`src/hdl/sdsr_pkg.sv`:
```
// constants, types and helpers shared by the sdram drive strength register bank
package sdsr_pkg;

  // memory-mapped port geometry
  localparam int unsigned ADDR_W   = 9;
  localparam int unsigned DATA_W   = 32;
  localparam int unsigned LANES    = 4;
  localparam int unsigned BYTE_W   = 8;
  localparam int unsigned LANE_W   = 2;

  // strength register bank
  localparam int unsigned NUM_REGS = 4;
  localparam int unsigned REG_CKE  = 0;
  localparam int unsigned REG_CS   = 1;
  localparam int unsigned REG_CK   = 2;
  localparam int unsigned REG_RCV  = 3;

  localparam logic [ADDR_W-1:0] OFS_CKE = 9'h031;
  localparam logic [ADDR_W-1:0] OFS_CS  = 9'h032;
  localparam logic [ADDR_W-1:0] OFS_CK  = 9'h033;
  localparam logic [ADDR_W-1:0] OFS_RCV = 9'h034;
  localparam logic [ADDR_W-1:0] REG_OFS [NUM_REGS] = '{OFS_CKE, OFS_CS, OFS_CK, OFS_RCV};

  // writable bits; reserved bits 7 and 3 (or 7:3) are held at zero
  localparam logic [BYTE_W-1:0] MASK_PAIR = 8'h77;
  localparam logic [BYTE_W-1:0] MASK_ONE  = 8'h07;
  localparam logic [BYTE_W-1:0] REG_MASK [NUM_REGS] = '{MASK_PAIR, MASK_PAIR, MASK_PAIR, MASK_ONE};
  localparam logic [BYTE_W-1:0] REG_RST   = 8'h00;

  // code fields
  localparam int unsigned CODE_W  = 3;
  localparam int unsigned X16_LSB = 4;
  localparam int unsigned X8_LSB  = 0;

  // memory rows and clock pairs
  localparam int unsigned ROWS    = 6;
  localparam int unsigned CLKS    = 12;
  localparam int unsigned ROW_IDX_W = 3;
  // fixed row served by each clock pair: 0,1,0,1,2,3,2,3,4,5,4,5
  localparam logic [ROW_IDX_W-1:0] CLK_ROW [CLKS] = '{
    3'h0, 3'h1, 3'h0, 3'h1, 3'h2, 3'h3, 3'h2, 3'h3, 3'h4, 3'h5, 3'h4, 3'h5};

  // strength expressed in quarters of the nominal drive
  localparam int unsigned QTR_W = 5;

  typedef struct packed {
    logic [CODE_W-1:0] code;      // raw code handed to the pad
    logic [QTR_W-1:0]  quarters;  // decoded strength, 4 = 1.00x
  } sdsr_drive_t;

  localparam sdsr_drive_t DRIVE_RST = '{code: 3'h0, quarters: 5'h03};

  typedef struct packed {
    logic              wr;
    logic              rd;
    logic [ADDR_W-1:0] addr;
    logic [LANES-1:0]  be;
    logic [DATA_W-1:0] wdata;
  } sdsr_mm_req_t;

  // code to strength: 0.75x up to 4.00x
  function automatic logic [QTR_W-1:0] sdsr_quarters(input logic [CODE_W-1:0] code);
    logic [QTR_W-1:0] q;
    q = 5'h03;
    unique case (code)
      3'h0: q = 5'h03;
      3'h1: q = 5'h04;
      3'h2: q = 5'h05;
      3'h3: q = 5'h06;
      3'h4: q = 5'h08;
      3'h5: q = 5'h0A;
      3'h6: q = 5'h0C;
      3'h7: q = 5'h10;
    endcase
    return q;
  endfunction

endpackage

```
`src/hdl/sdsr_drive_regs.sv`:
```
// sdram pad drive strength register bank with per-row code selection
`timescale 1ns/1ns
`default_nettype none
module sdsr_drive_regs (
  input  wire logic                                    i_clk_sys,
  input  wire logic                                    i_rst_n,
  // memory-mapped register port, byte address, dword data
  input  wire logic                                    i_mm_wr,
  input  wire logic                                    i_mm_rd,
  input  wire logic [sdsr_pkg::ADDR_W-1:0]             i_mm_addr,
  input  wire logic [sdsr_pkg::LANES-1:0]              i_mm_be,
  input  wire logic [sdsr_pkg::DATA_W-1:0]             i_mm_wdata,
  output logic      [sdsr_pkg::DATA_W-1:0]             o_mm_rdata,
  output logic                                         o_mm_rvalid,
  // row width bits from the row device width register
  input  wire logic [sdsr_pkg::ROWS-1:0]               i_row_device_width,
  // per-pad drive settings
  output sdsr_pkg::sdsr_drive_t [sdsr_pkg::ROWS-1:0]   o_cke_drive,
  output sdsr_pkg::sdsr_drive_t [sdsr_pkg::ROWS-1:0]   o_cs_drive,
  output sdsr_pkg::sdsr_drive_t [sdsr_pkg::CLKS-1:0]   o_clk_drive,
  output sdsr_pkg::sdsr_drive_t                        o_rcven_drive
);

  sdsr_pkg::sdsr_mm_req_t req;
  logic [sdsr_pkg::BYTE_W-1:0] reg_val [sdsr_pkg::NUM_REGS];
  logic [sdsr_pkg::DATA_W-1:0] reg_rword [sdsr_pkg::NUM_REGS];
  logic [sdsr_pkg::NUM_REGS-1:0] reg_hit;
  logic [sdsr_pkg::DATA_W-1:0] rdata_d;
  logic [sdsr_pkg::DATA_W-1:0] rdata_q;
  logic                        rvalid_q;
  sdsr_pkg::sdsr_drive_t       rcven_q;

  // bundle the request so decode sees one carrier
  assign req = '{wr: i_mm_wr, rd: i_mm_rd, addr: i_mm_addr, be: i_mm_be, wdata: i_mm_wdata};

  // per register: dword match plus the byte lane that holds it
  // only aligned dword-or-less accesses are expected, so lane alone picks the byte
  for (genvar r = 0; r < sdsr_pkg::NUM_REGS; r++) begin : g_reg
    localparam logic [sdsr_pkg::ADDR_W-1:0] OFS  = sdsr_pkg::REG_OFS[r];
    localparam logic [sdsr_pkg::LANE_W-1:0] LANE = OFS[sdsr_pkg::LANE_W-1:0];
    logic       wr_en;
    logic [7:0] wbyte;

    assign reg_hit[r] = (req.addr[sdsr_pkg::ADDR_W-1:sdsr_pkg::LANE_W] ==
                         OFS[sdsr_pkg::ADDR_W-1:sdsr_pkg::LANE_W]) && req.be[LANE];
    assign wr_en      = req.wr && reg_hit[r];
    assign wbyte      = req.wdata[LANE*sdsr_pkg::BYTE_W +: sdsr_pkg::BYTE_W];

    // offsets 31h..34h, reset 00h, masked writes
    sdsr_strength_reg #(
      .MASK (sdsr_pkg::REG_MASK[r])
    ) u_reg (
      .i_clk_sys (i_clk_sys),
      .i_rst_n   (i_rst_n),
      .i_wr      (wr_en),
      .i_wdata   (wbyte),
      .o_q       (reg_val[r])
    );

    // place the byte in its lane for the read mux
    assign reg_rword[r] = reg_hit[r] ?
      (sdsr_pkg::DATA_W'(reg_val[r]) << (LANE*sdsr_pkg::BYTE_W)) : '0;
  end

  // unmapped bytes read zero; lanes of different registers never overlap
  always_comb begin
    rdata_d = '0;
    for (int r = 0; r < sdsr_pkg::NUM_REGS; r++) begin
      rdata_d = rdata_d | reg_rword[r];
    end
  end

  // read answer one cycle after the strobe, held until the next read
  always_ff @(posedge i_clk_sys or negedge i_rst_n) begin
    if (!i_rst_n) begin
      rdata_q <= '0;
    end else if (req.rd) begin
      rdata_q <= rdata_d;
    end
  end

  // valid pulse for exactly one cycle per read strobe
  always_ff @(posedge i_clk_sys or negedge i_rst_n) begin
    if (!i_rst_n) begin
      rvalid_q <= 1'b0;
    end else begin
      rvalid_q <= req.rd;
    end
  end

  assign o_mm_rdata  = rdata_q;
  assign o_mm_rvalid = rvalid_q;

  // clock-enable and chip-select: one output per row, own row width
  for (genvar n = 0; n < sdsr_pkg::ROWS; n++) begin : g_row
    sdsr_row_drive u_cke (
      .i_clk_sys  (i_clk_sys),
      .i_rst_n    (i_rst_n),
      .i_row_x8   (i_row_device_width[n]),
      .i_code_x16 (reg_val[sdsr_pkg::REG_CKE][sdsr_pkg::X16_LSB +: sdsr_pkg::CODE_W]),
      .i_code_x8  (reg_val[sdsr_pkg::REG_CKE][sdsr_pkg::X8_LSB +: sdsr_pkg::CODE_W]),
      .o_drive    (o_cke_drive[n])
    );
    sdsr_row_drive u_cs (
      .i_clk_sys  (i_clk_sys),
      .i_rst_n    (i_rst_n),
      .i_row_x8   (i_row_device_width[n]),
      .i_code_x16 (reg_val[sdsr_pkg::REG_CS][sdsr_pkg::X16_LSB +: sdsr_pkg::CODE_W]),
      .i_code_x8  (reg_val[sdsr_pkg::REG_CS][sdsr_pkg::X8_LSB +: sdsr_pkg::CODE_W]),
      .o_drive    (o_cs_drive[n])
    );
  end

  // clock pairs: true and complement share one setting, row fixed per pair
  for (genvar k = 0; k < sdsr_pkg::CLKS; k++) begin : g_clk
    sdsr_row_drive u_ck (
      .i_clk_sys  (i_clk_sys),
      .i_rst_n    (i_rst_n),
      .i_row_x8   (i_row_device_width[sdsr_pkg::CLK_ROW[k]]),
      .i_code_x16 (reg_val[sdsr_pkg::REG_CK][sdsr_pkg::X16_LSB +: sdsr_pkg::CODE_W]),
      .i_code_x8  (reg_val[sdsr_pkg::REG_CK][sdsr_pkg::X8_LSB +: sdsr_pkg::CODE_W]),
      .o_drive    (o_clk_drive[k])
    );
  end

  // read-clock-out has one code, no width dependence
  always_ff @(posedge i_clk_sys or negedge i_rst_n) begin
    if (!i_rst_n) begin
      rcven_q <= sdsr_pkg::DRIVE_RST;
    end else begin
      rcven_q.code     <= reg_val[sdsr_pkg::REG_RCV][sdsr_pkg::X8_LSB +: sdsr_pkg::CODE_W];
      rcven_q.quarters <= sdsr_pkg::sdsr_quarters(
                            reg_val[sdsr_pkg::REG_RCV][sdsr_pkg::X8_LSB +: sdsr_pkg::CODE_W]);
    end
  end

  assign o_rcven_drive = rcven_q;

  // checks on the register port and the drive outputs

  chk_cke_write_read: assert property (@(posedge i_clk_sys) disable iff (!i_rst_n)
    (i_mm_wr && i_mm_addr[8:2] == 7'h0C && i_mm_be[1]) ##1 (i_mm_rd && !i_mm_wr && i_mm_addr[8:2] == 7'h0C
      && i_mm_be[1])
    |=> o_mm_rvalid && o_mm_rdata[15:8] == ($past(i_mm_wdata[15:8], 2) & 8'h77))
    else $error("clock enable strength readback wrong");

  chk_cs_write_lands: assert property (@(posedge i_clk_sys) disable iff (!i_rst_n)
    (i_mm_wr && i_mm_addr[8:2] == 7'h0C && i_mm_be[2] && i_row_device_width[0]) ##1
      i_row_device_width[0]
    |=> o_cs_drive[0].code == $past(i_mm_wdata[18:16], 2))
    else $error("chip select x8 code not applied");

  chk_ck_x16_lands: assert property (@(posedge i_clk_sys) disable iff (!i_rst_n)
    (i_mm_wr && i_mm_addr[8:2] == 7'h0C && i_mm_be[3] && !i_row_device_width[1]) ##1
      !i_row_device_width[1]
    |=> o_clk_drive[3].code == $past(i_mm_wdata[30:28], 2))
    else $error("clock x16 code not applied");

  chk_rcv_write_lands: assert property (@(posedge i_clk_sys) disable iff (!i_rst_n)
    (i_mm_wr && i_mm_addr[8:2] == 7'h0D && i_mm_be[0])
    |=> ##1 o_rcven_drive.code == $past(i_mm_wdata[2:0], 2))
    else $error("read clock out code not applied");

  chk_rcv_reserved_zero: assert property (@(posedge i_clk_sys) disable iff (!i_rst_n)
    (i_mm_rd && i_mm_addr[8:2] == 7'h0D) |=> o_mm_rdata[31:3] == 29'h0)
    else $error("reserved bits of 34h dword not zero");

  chk_clock_pair_rows: assert property (@(posedge i_clk_sys) disable iff (!i_rst_n)
    o_clk_drive[0] == o_clk_drive[2] && o_clk_drive[1] == o_clk_drive[3] &&
    o_clk_drive[4] == o_clk_drive[6] && o_clk_drive[9] == o_clk_drive[11])
    else $error("clocks of one row disagree");

  chk_clock_follows_row: assert property (@(posedge i_clk_sys) disable iff (!i_rst_n)
    ##1 o_clk_drive[8] == o_cke_drive[4] ||
        $past(reg_val[sdsr_pkg::REG_CK]) != $past(reg_val[sdsr_pkg::REG_CKE]))
    else $error("clock 8 not tied to row 4");

  // valid follows the strobe by exactly one edge, and never shows up unasked
  chk_read_one_cycle: assert property (@(posedge i_clk_sys) disable iff (!i_rst_n)
    (i_mm_rd |=> o_mm_rvalid) and (!i_mm_rd |=> !o_mm_rvalid))
    else $error("read valid timing wrong");

  chk_unmapped_reads_zero: assert property (@(posedge i_clk_sys) disable iff (!i_rst_n)
    (i_mm_rd && i_mm_addr[8:2] != 7'h0C && i_mm_addr[8:2] != 7'h0D) |=> o_mm_rdata == 32'h0)
    else $error("unmapped read not zero");

  // x8 rows of the clock-enable group take the low field
  chk_cke_x8_lands: assert property (@(posedge i_clk_sys) disable iff (!i_rst_n)
    (i_mm_wr && i_mm_addr[8:2] == 7'h0C && i_mm_be[1] && i_row_device_width[3]) ##1
      i_row_device_width[3]
    |=> o_cke_drive[3].code == $past(i_mm_wdata[10:8], 2))
    else $error("clock enable x8 code not applied");

  // x16 or empty rows of the chip-select group take the high field
  chk_cs_x16_lands: assert property (@(posedge i_clk_sys) disable iff (!i_rst_n)
    (i_mm_wr && i_mm_addr[8:2] == 7'h0C && i_mm_be[2] && !i_row_device_width[5]) ##1
      !i_row_device_width[5]
    |=> o_cs_drive[5].code == $past(i_mm_wdata[22:20], 2))
    else $error("chip select x16 code not applied");

  // clock 11 belongs to row 5, so an x8 row 5 gives it the low field
  chk_ck_x8_lands: assert property (@(posedge i_clk_sys) disable iff (!i_rst_n)
    (i_mm_wr && i_mm_addr[8:2] == 7'h0C && i_mm_be[3] && i_row_device_width[5]) ##1
      i_row_device_width[5]
    |=> o_clk_drive[11].code == $past(i_mm_wdata[26:24], 2))
    else $error("clock x8 code not applied");

  chk_clock_pair_more: assert property (@(posedge i_clk_sys) disable iff (!i_rst_n)
    o_clk_drive[5] == o_clk_drive[7] && o_clk_drive[8] == o_clk_drive[10])
    else $error("clocks of rows 3 or 4 disagree");

endmodule // sdsr_drive_regs
`default_nettype wire

```
`src/hdl/sdsr_row_drive.sv`:
```
// picks the x8 or x16 code for one output from its row width bit and decodes it
`timescale 1ns/1ns
`default_nettype none
module sdsr_row_drive (
  input  wire logic                                 i_clk_sys,
  input  wire logic                                 i_rst_n,
  input  wire logic                                 i_row_x8,
  input  wire logic [sdsr_pkg::CODE_W-1:0]          i_code_x16,
  input  wire logic [sdsr_pkg::CODE_W-1:0]          i_code_x8,
  output sdsr_pkg::sdsr_drive_t                     o_drive
);

  sdsr_pkg::sdsr_drive_t drive_q;
  logic [sdsr_pkg::CODE_W-1:0] code_d;

  // width bit 0 means x16 or empty row, 1 means x8 row
  assign code_d = i_row_x8 ? i_code_x8 : i_code_x16;

  // registered so the pad sees a glitch-free code when width or strength changes
  always_ff @(posedge i_clk_sys or negedge i_rst_n) begin
    if (!i_rst_n) begin
      drive_q <= sdsr_pkg::DRIVE_RST;
    end else begin
      drive_q.code     <= code_d;
      drive_q.quarters <= sdsr_pkg::sdsr_quarters(code_d);
    end
  end

  assign o_drive = drive_q;

  chk_width_selects_code: assert property (@(posedge i_clk_sys) disable iff (!i_rst_n)
    ##1 o_drive.code == ($past(i_row_x8) ? $past(i_code_x8) : $past(i_code_x16)))
    else $error("wrong width code selected");

  chk_code_to_strength: assert property (@(posedge i_clk_sys) disable iff (!i_rst_n)
    (o_drive.code == 3'h0 |-> o_drive.quarters == 5'h03) and
    (o_drive.code == 3'h4 |-> o_drive.quarters == 5'h08) and
    (o_drive.code == 3'h7 |-> o_drive.quarters == 5'h10))
    else $error("strength decode mismatch");

endmodule // sdsr_row_drive
`default_nettype wire

```
`src/hdl/sdsr_strength_reg.sv`:
```
// one 8-bit strength register with reserved bits forced to zero
`timescale 1ns/1ns
`default_nettype none
module sdsr_strength_reg #(
  parameter logic [7:0] MASK = 8'h77
) (
  input  wire logic       i_clk_sys,
  input  wire logic       i_rst_n,
  input  wire logic       i_wr,
  input  wire logic [7:0] i_wdata,
  output logic      [7:0] o_q
);

  logic [7:0] val_q;

  // reserved bits never store, so they always read back as zero
  always_ff @(posedge i_clk_sys or negedge i_rst_n) begin
    if (!i_rst_n) begin
      val_q <= sdsr_pkg::REG_RST;
    end else if (i_wr) begin
      val_q <= i_wdata & MASK;
    end
  end

  assign o_q = val_q;

  chk_reserved_stay_zero: assert property (@(posedge i_clk_sys) disable iff (!i_rst_n)
    (val_q & ~MASK) == 8'h00)
    else $error("reserved strength bit set");

  chk_write_takes_value: assert property (@(posedge i_clk_sys) disable iff (!i_rst_n)
    i_wr |=> val_q == ($past(i_wdata) & MASK))
    else $error("strength write not stored");

endmodule // sdsr_strength_reg
`default_nettype wire

```
`config.mk`:
```
export PLATFORM = sky130hd
export DESIGN_NAME = sdsr_drive_regs
export DESIGN_NICKNAME = d
export VERILOG_FILES = /design/src/hdl/sdsr_pkg.sv /design/src/hdl/sdsr_drive_regs.sv /design/src/hdl/sdsr_row_drive.sv /design/src/hdl/sdsr_strength_reg.sv
export SDC_FILE = /design/constraint.sdc
export NUM_CORES = 1
export LEC_CHECK = 0
export BUFFER_PORTS_ARGS = -buffer_cell sky130_fd_sc_hd__buf_4
export CAP_MARGIN = 15
export CORE_ASPECT_RATIO = 1.5
export CORE_UTILIZATION = 46
export DETAILED_ROUTE_END_ITERATION = 10
export PLACE_DENSITY = 0.77
export SLEW_MARGIN = 20
export SYNTH_ARGS = -nofsm -noshare
export SYNTH_HDL_FRONTEND = slang
export SYNTH_SLANG_ARGS = --single-unit
export TNS_END_PERCENT = 30
```
`constraint.sdc`:
```
create_clock -name i_clk_sys -period 3.45 [get_ports i_clk_sys]
set_clock_uncertainty 0.15 [all_clocks]
set_input_delay 1.035 -clock i_clk_sys [delete_from_list [all_inputs] [get_ports i_clk_sys]]
set_output_delay 1.035 -clock i_clk_sys [all_outputs]
set_load 0.005 [all_outputs]
```
==> summary.txt <==
Run status
  • Status: completed

Place
  • # port buffers: 263
  • Routability cong.: around 0.75
  • Place WS: 0.9809 ns
  • Dpl hpwl: between 10 and 15 mm

Hold path
  • Hold Startpoint: o_mm_rdata[16]$_DFFE_PN0P_
  • Worst min-delay path category: flop to flop

Detailed routing
  • Routed vias/inst: about 4.8
  • Via count: 5326
  • Post-Route WL: around 18 mm
  • Drt wl/cell: 16.21 µm
  • Drt drc: 0
  • DR pass1 iterations: 4
  • Starting DRT DRC Count: 136
  • Routed Antenna Nets: 0

Final layout
  • Nets@finish: 997
  • N_diodes: 0
  • Area Growth Syn to Fin: 30.03%
  • Share of layout cells above drive strength 1: 42.98%

STA
  • Final worst path period share: 65.71%
  • Tmin final: 2.267 ns
  • Final hold vios: 0
  • Setup-failing EPs final: 0
  • Slew at the pin closest to its max-slew limit: 0.6293 ns
  • Worst hold slack: 0.3791 ns
  • Min setup slack post-route: approximately 1.2 ns
  • TNS Setup: 0 ns
  • Final Max Tran Viols: 0
  • Fmax: 0.4411 GHz
  • Slew headroom: between 50 and 60%
  • RSZ-0062 raised after global routing: no

Die
  • Initial core utilization: a little under half
  • Die width: 110.7 µm
  • Die Area: around 0.018 mm²
  • Core region area: approximately 0.017 mm²
  • # rows: 59
  • Die Ht: 165.1 µm
  • Io pins: 288

Setup path
  • Crit path depth: 1
  • CP cell instances: buf_4
  • Setup crit end kind: output pin
  • CP max stage cell: dfstp_2
  • Crit-path max FO: 2
  • Reg2reg end: g_row[0].u_cs.o_drive[1]$_DFF_PN1_
  • Critical setup path kind: flop to output pin
  • Register-to-Register Path Depth: 4
  • Critical path origin: g_clk[6].u_ck.o_drive[1]$_DFF_PN1_
  • Critical path destination: o_clk_drive[49]
  • CP required: 2.26 ns
  • Crit-path leading delay family: flip-flops
  • R2R Setup Slk: 1.93 ns
  • Data arrival time of the worst path: 1.08 ns
  • Critical R2R Launch: g_reg[1].u_reg.o_q[0]$_DFFE_PN0P_
  • Critical path's largest stage delay: around 0.55 ns
  • Setup crit start kind: flop
  • Worst path bufs/invs: 1

Power
  • Tot Pwr: 5.098 mW
  • PwrDens: roughly 480 mW/mm²
  • Max VDD drop: 0.3429 mV
  • P_leak: 6.016 nW

Synth
  • Yosys cell types: 27
  • Synth Cell Area: slightly above 0.008 mm²
  • Yosys warns: 0
  • Post-Synthesis Mean Instance Area: about 12 µm²
  • Syn Inst Count: 657
  • Seq/Total Area, Yosys: between 60 and 70%
  • FF+latch count, synth: 195

Clock tree
  • Post-CTS setup buffer count: 0
  • CTS tree: done
  • Clock transition at path regs: 0.07 ns
  • Htree depth: 4
  • Largest buffer count on any clock path: 2
  • CTS resizes: 0
  • CTS sink count: 195
  • Hold buffers post-CTS: 0
  • CTS Buf Count: 17
  • Clk_lat worst skew: 0.43 ns
  • Root Driver: clkbuf_16

Global route
  • Vias in the first global route: 5458
  • Global-route wire length before repair: 28.46 mm
  • Global-route usage over all layers: 20.41%
  • Initial antenna violation count: 0
  • Pin count of the biggest net entering global routing: 77
  • GRT Residual Overflow: 0

Flow run
  • Number of max-cap violations: 0
[state kept, by name, indices dropped and copies added (netlist names)]
name                 flops
o_mm_rdata              21
g_row.u_cs.o_drive      48
o_rcven_drive            8
o_mm_rvalid              1
g_clk.u_ck.o_drive      48
g.u_reg.o_q             21
g_row.u_cke.o_drive     48
[where the power goes]
group / leakage (nW) / total, mW / switching, mW / internal [mW]
clock network: 0.288 / 1.98 / 0.893 / 1.09
logic: 3.16 / 0.582 / 0.284 / 0.299
registers: 2.57 / 2.53 / 0.0760 / 2.46
total: 6.02 / 5.10 / 1.25 / 3.85
[placed cells by master (no fill, tap or decap), types with 2 or more instances in the layout]
cell type     n
bufinv_16     2
a31o_2        3
inv_8         3
clkinvlp_4    3
ha_1         57
clkinv_2      2
clkinv_4      3
nand2_1      90
mux2_2       39
o22ai_1      18
nor2_1       39
nand4_4       3
dfrtp_1     157
mux2i_1      36
inv_1        55
conb_1       11
nor2b_1       4
nand4b_1      3
o21ai_0      18
and2_1       20
buf_4       266
dfstp_2      38
clkbuf_16    17
[cells in the mapped netlist, drive strengths merged]
library cell	instances	share of area [%]
a21oi	1	0.061
ha	57	8.7
nor2b	4	0.31
and3	1	0.092
and2	20	1.5
nand2	90	4.1
nor3	1	0.20
and3b	1	0.11
o21ai	18	1.1
dfstp	38	12
mux2i	36	4.4
o22ai	18	1.4
mux2	40	5.5
nand4b	3	0.32
buf	66	5.8
conb	1	0.046
dfrtp	157	48
nand4	4	0.86
clkbuf	3	0.14
inv	55	2.5
nor2	39	1.8
and4bb	1	0.15
a31o	3	0.32
[how the worst min path moves through the flow]
| stage | cells past startpoint | end | slack, ns |
|---|---|---|---|
| 2_1_floorplan | 0 | o_rcven_drive[6]$_DFF_PN0_ | 0.30 |
| 3_3_place_gp | 2 | o_mm_rdata[10]$_DFFE_PN0P_ | 0.37 |
| 3_5_place_dp | 2 | o_mm_rdata[16]$_DFFE_PN0P_ | 0.37 |
| 4_1_cts | 2 | o_mm_rdata[16]$_DFFE_PN0P_ | 0.38 |
| 5_1_grt | 2 | o_mm_rdata[28]$_DFFE_PN0P_ | 0.39 |
| 6_report | 2 | o_mm_rdata[16]$_DFFE_PN0P_ | 0.38 |
[metrics by stage]
stage / utilization, % / area, µm² / cells
final: 61.15 / 10610 / 1111
after global routing: 61.15 / 10610 / 1111
after CTS: 61.15 / 10610 / 1111
after detailed placement: 57.68 / 10010 / 1079
after global placement: 57.68 / 10010 / 1079
after floorplan: - / 8197 / 667
[area by class of cell]
| type | instances | area (µm²) |
|---|---|---|
| fillers | 1365 | 6739 |
| flip-flops and latches | 195 | 4927 |
| multi-input cells | 348 | 2575 |
| repair buffers | 268 | 2031 |
| clock buffers | 17 | 425.4 |
| well taps | 213 | 266.5 |
| inverters | 55 | 206.4 |
| clock inverters | 15 | 177.7 |
[cell families (layout without fill, tap and decap cells)]
kind of cell / count (synthesis) / after routing / synth area share [%]
flops: 195 / 195 / 60.39
simple gates: 164 / 164 / 9.508
buf+inv: 124 / 355 / 8.511
mux: 76 / 76 / 9.937
fa+ha+maj: 57 / 57 / 8.741
compound gates: 40 / 40 / 2.868
other cells: 1 / 11 / 0.04596
[per-layer routing]
metal,wire [µm],track usage (%)
met1,6334,21.21
met2,10350,38.90
met3,911,5.255
met4,412,8.364
met5,0,0
Power figures use the tool's default switching activity.
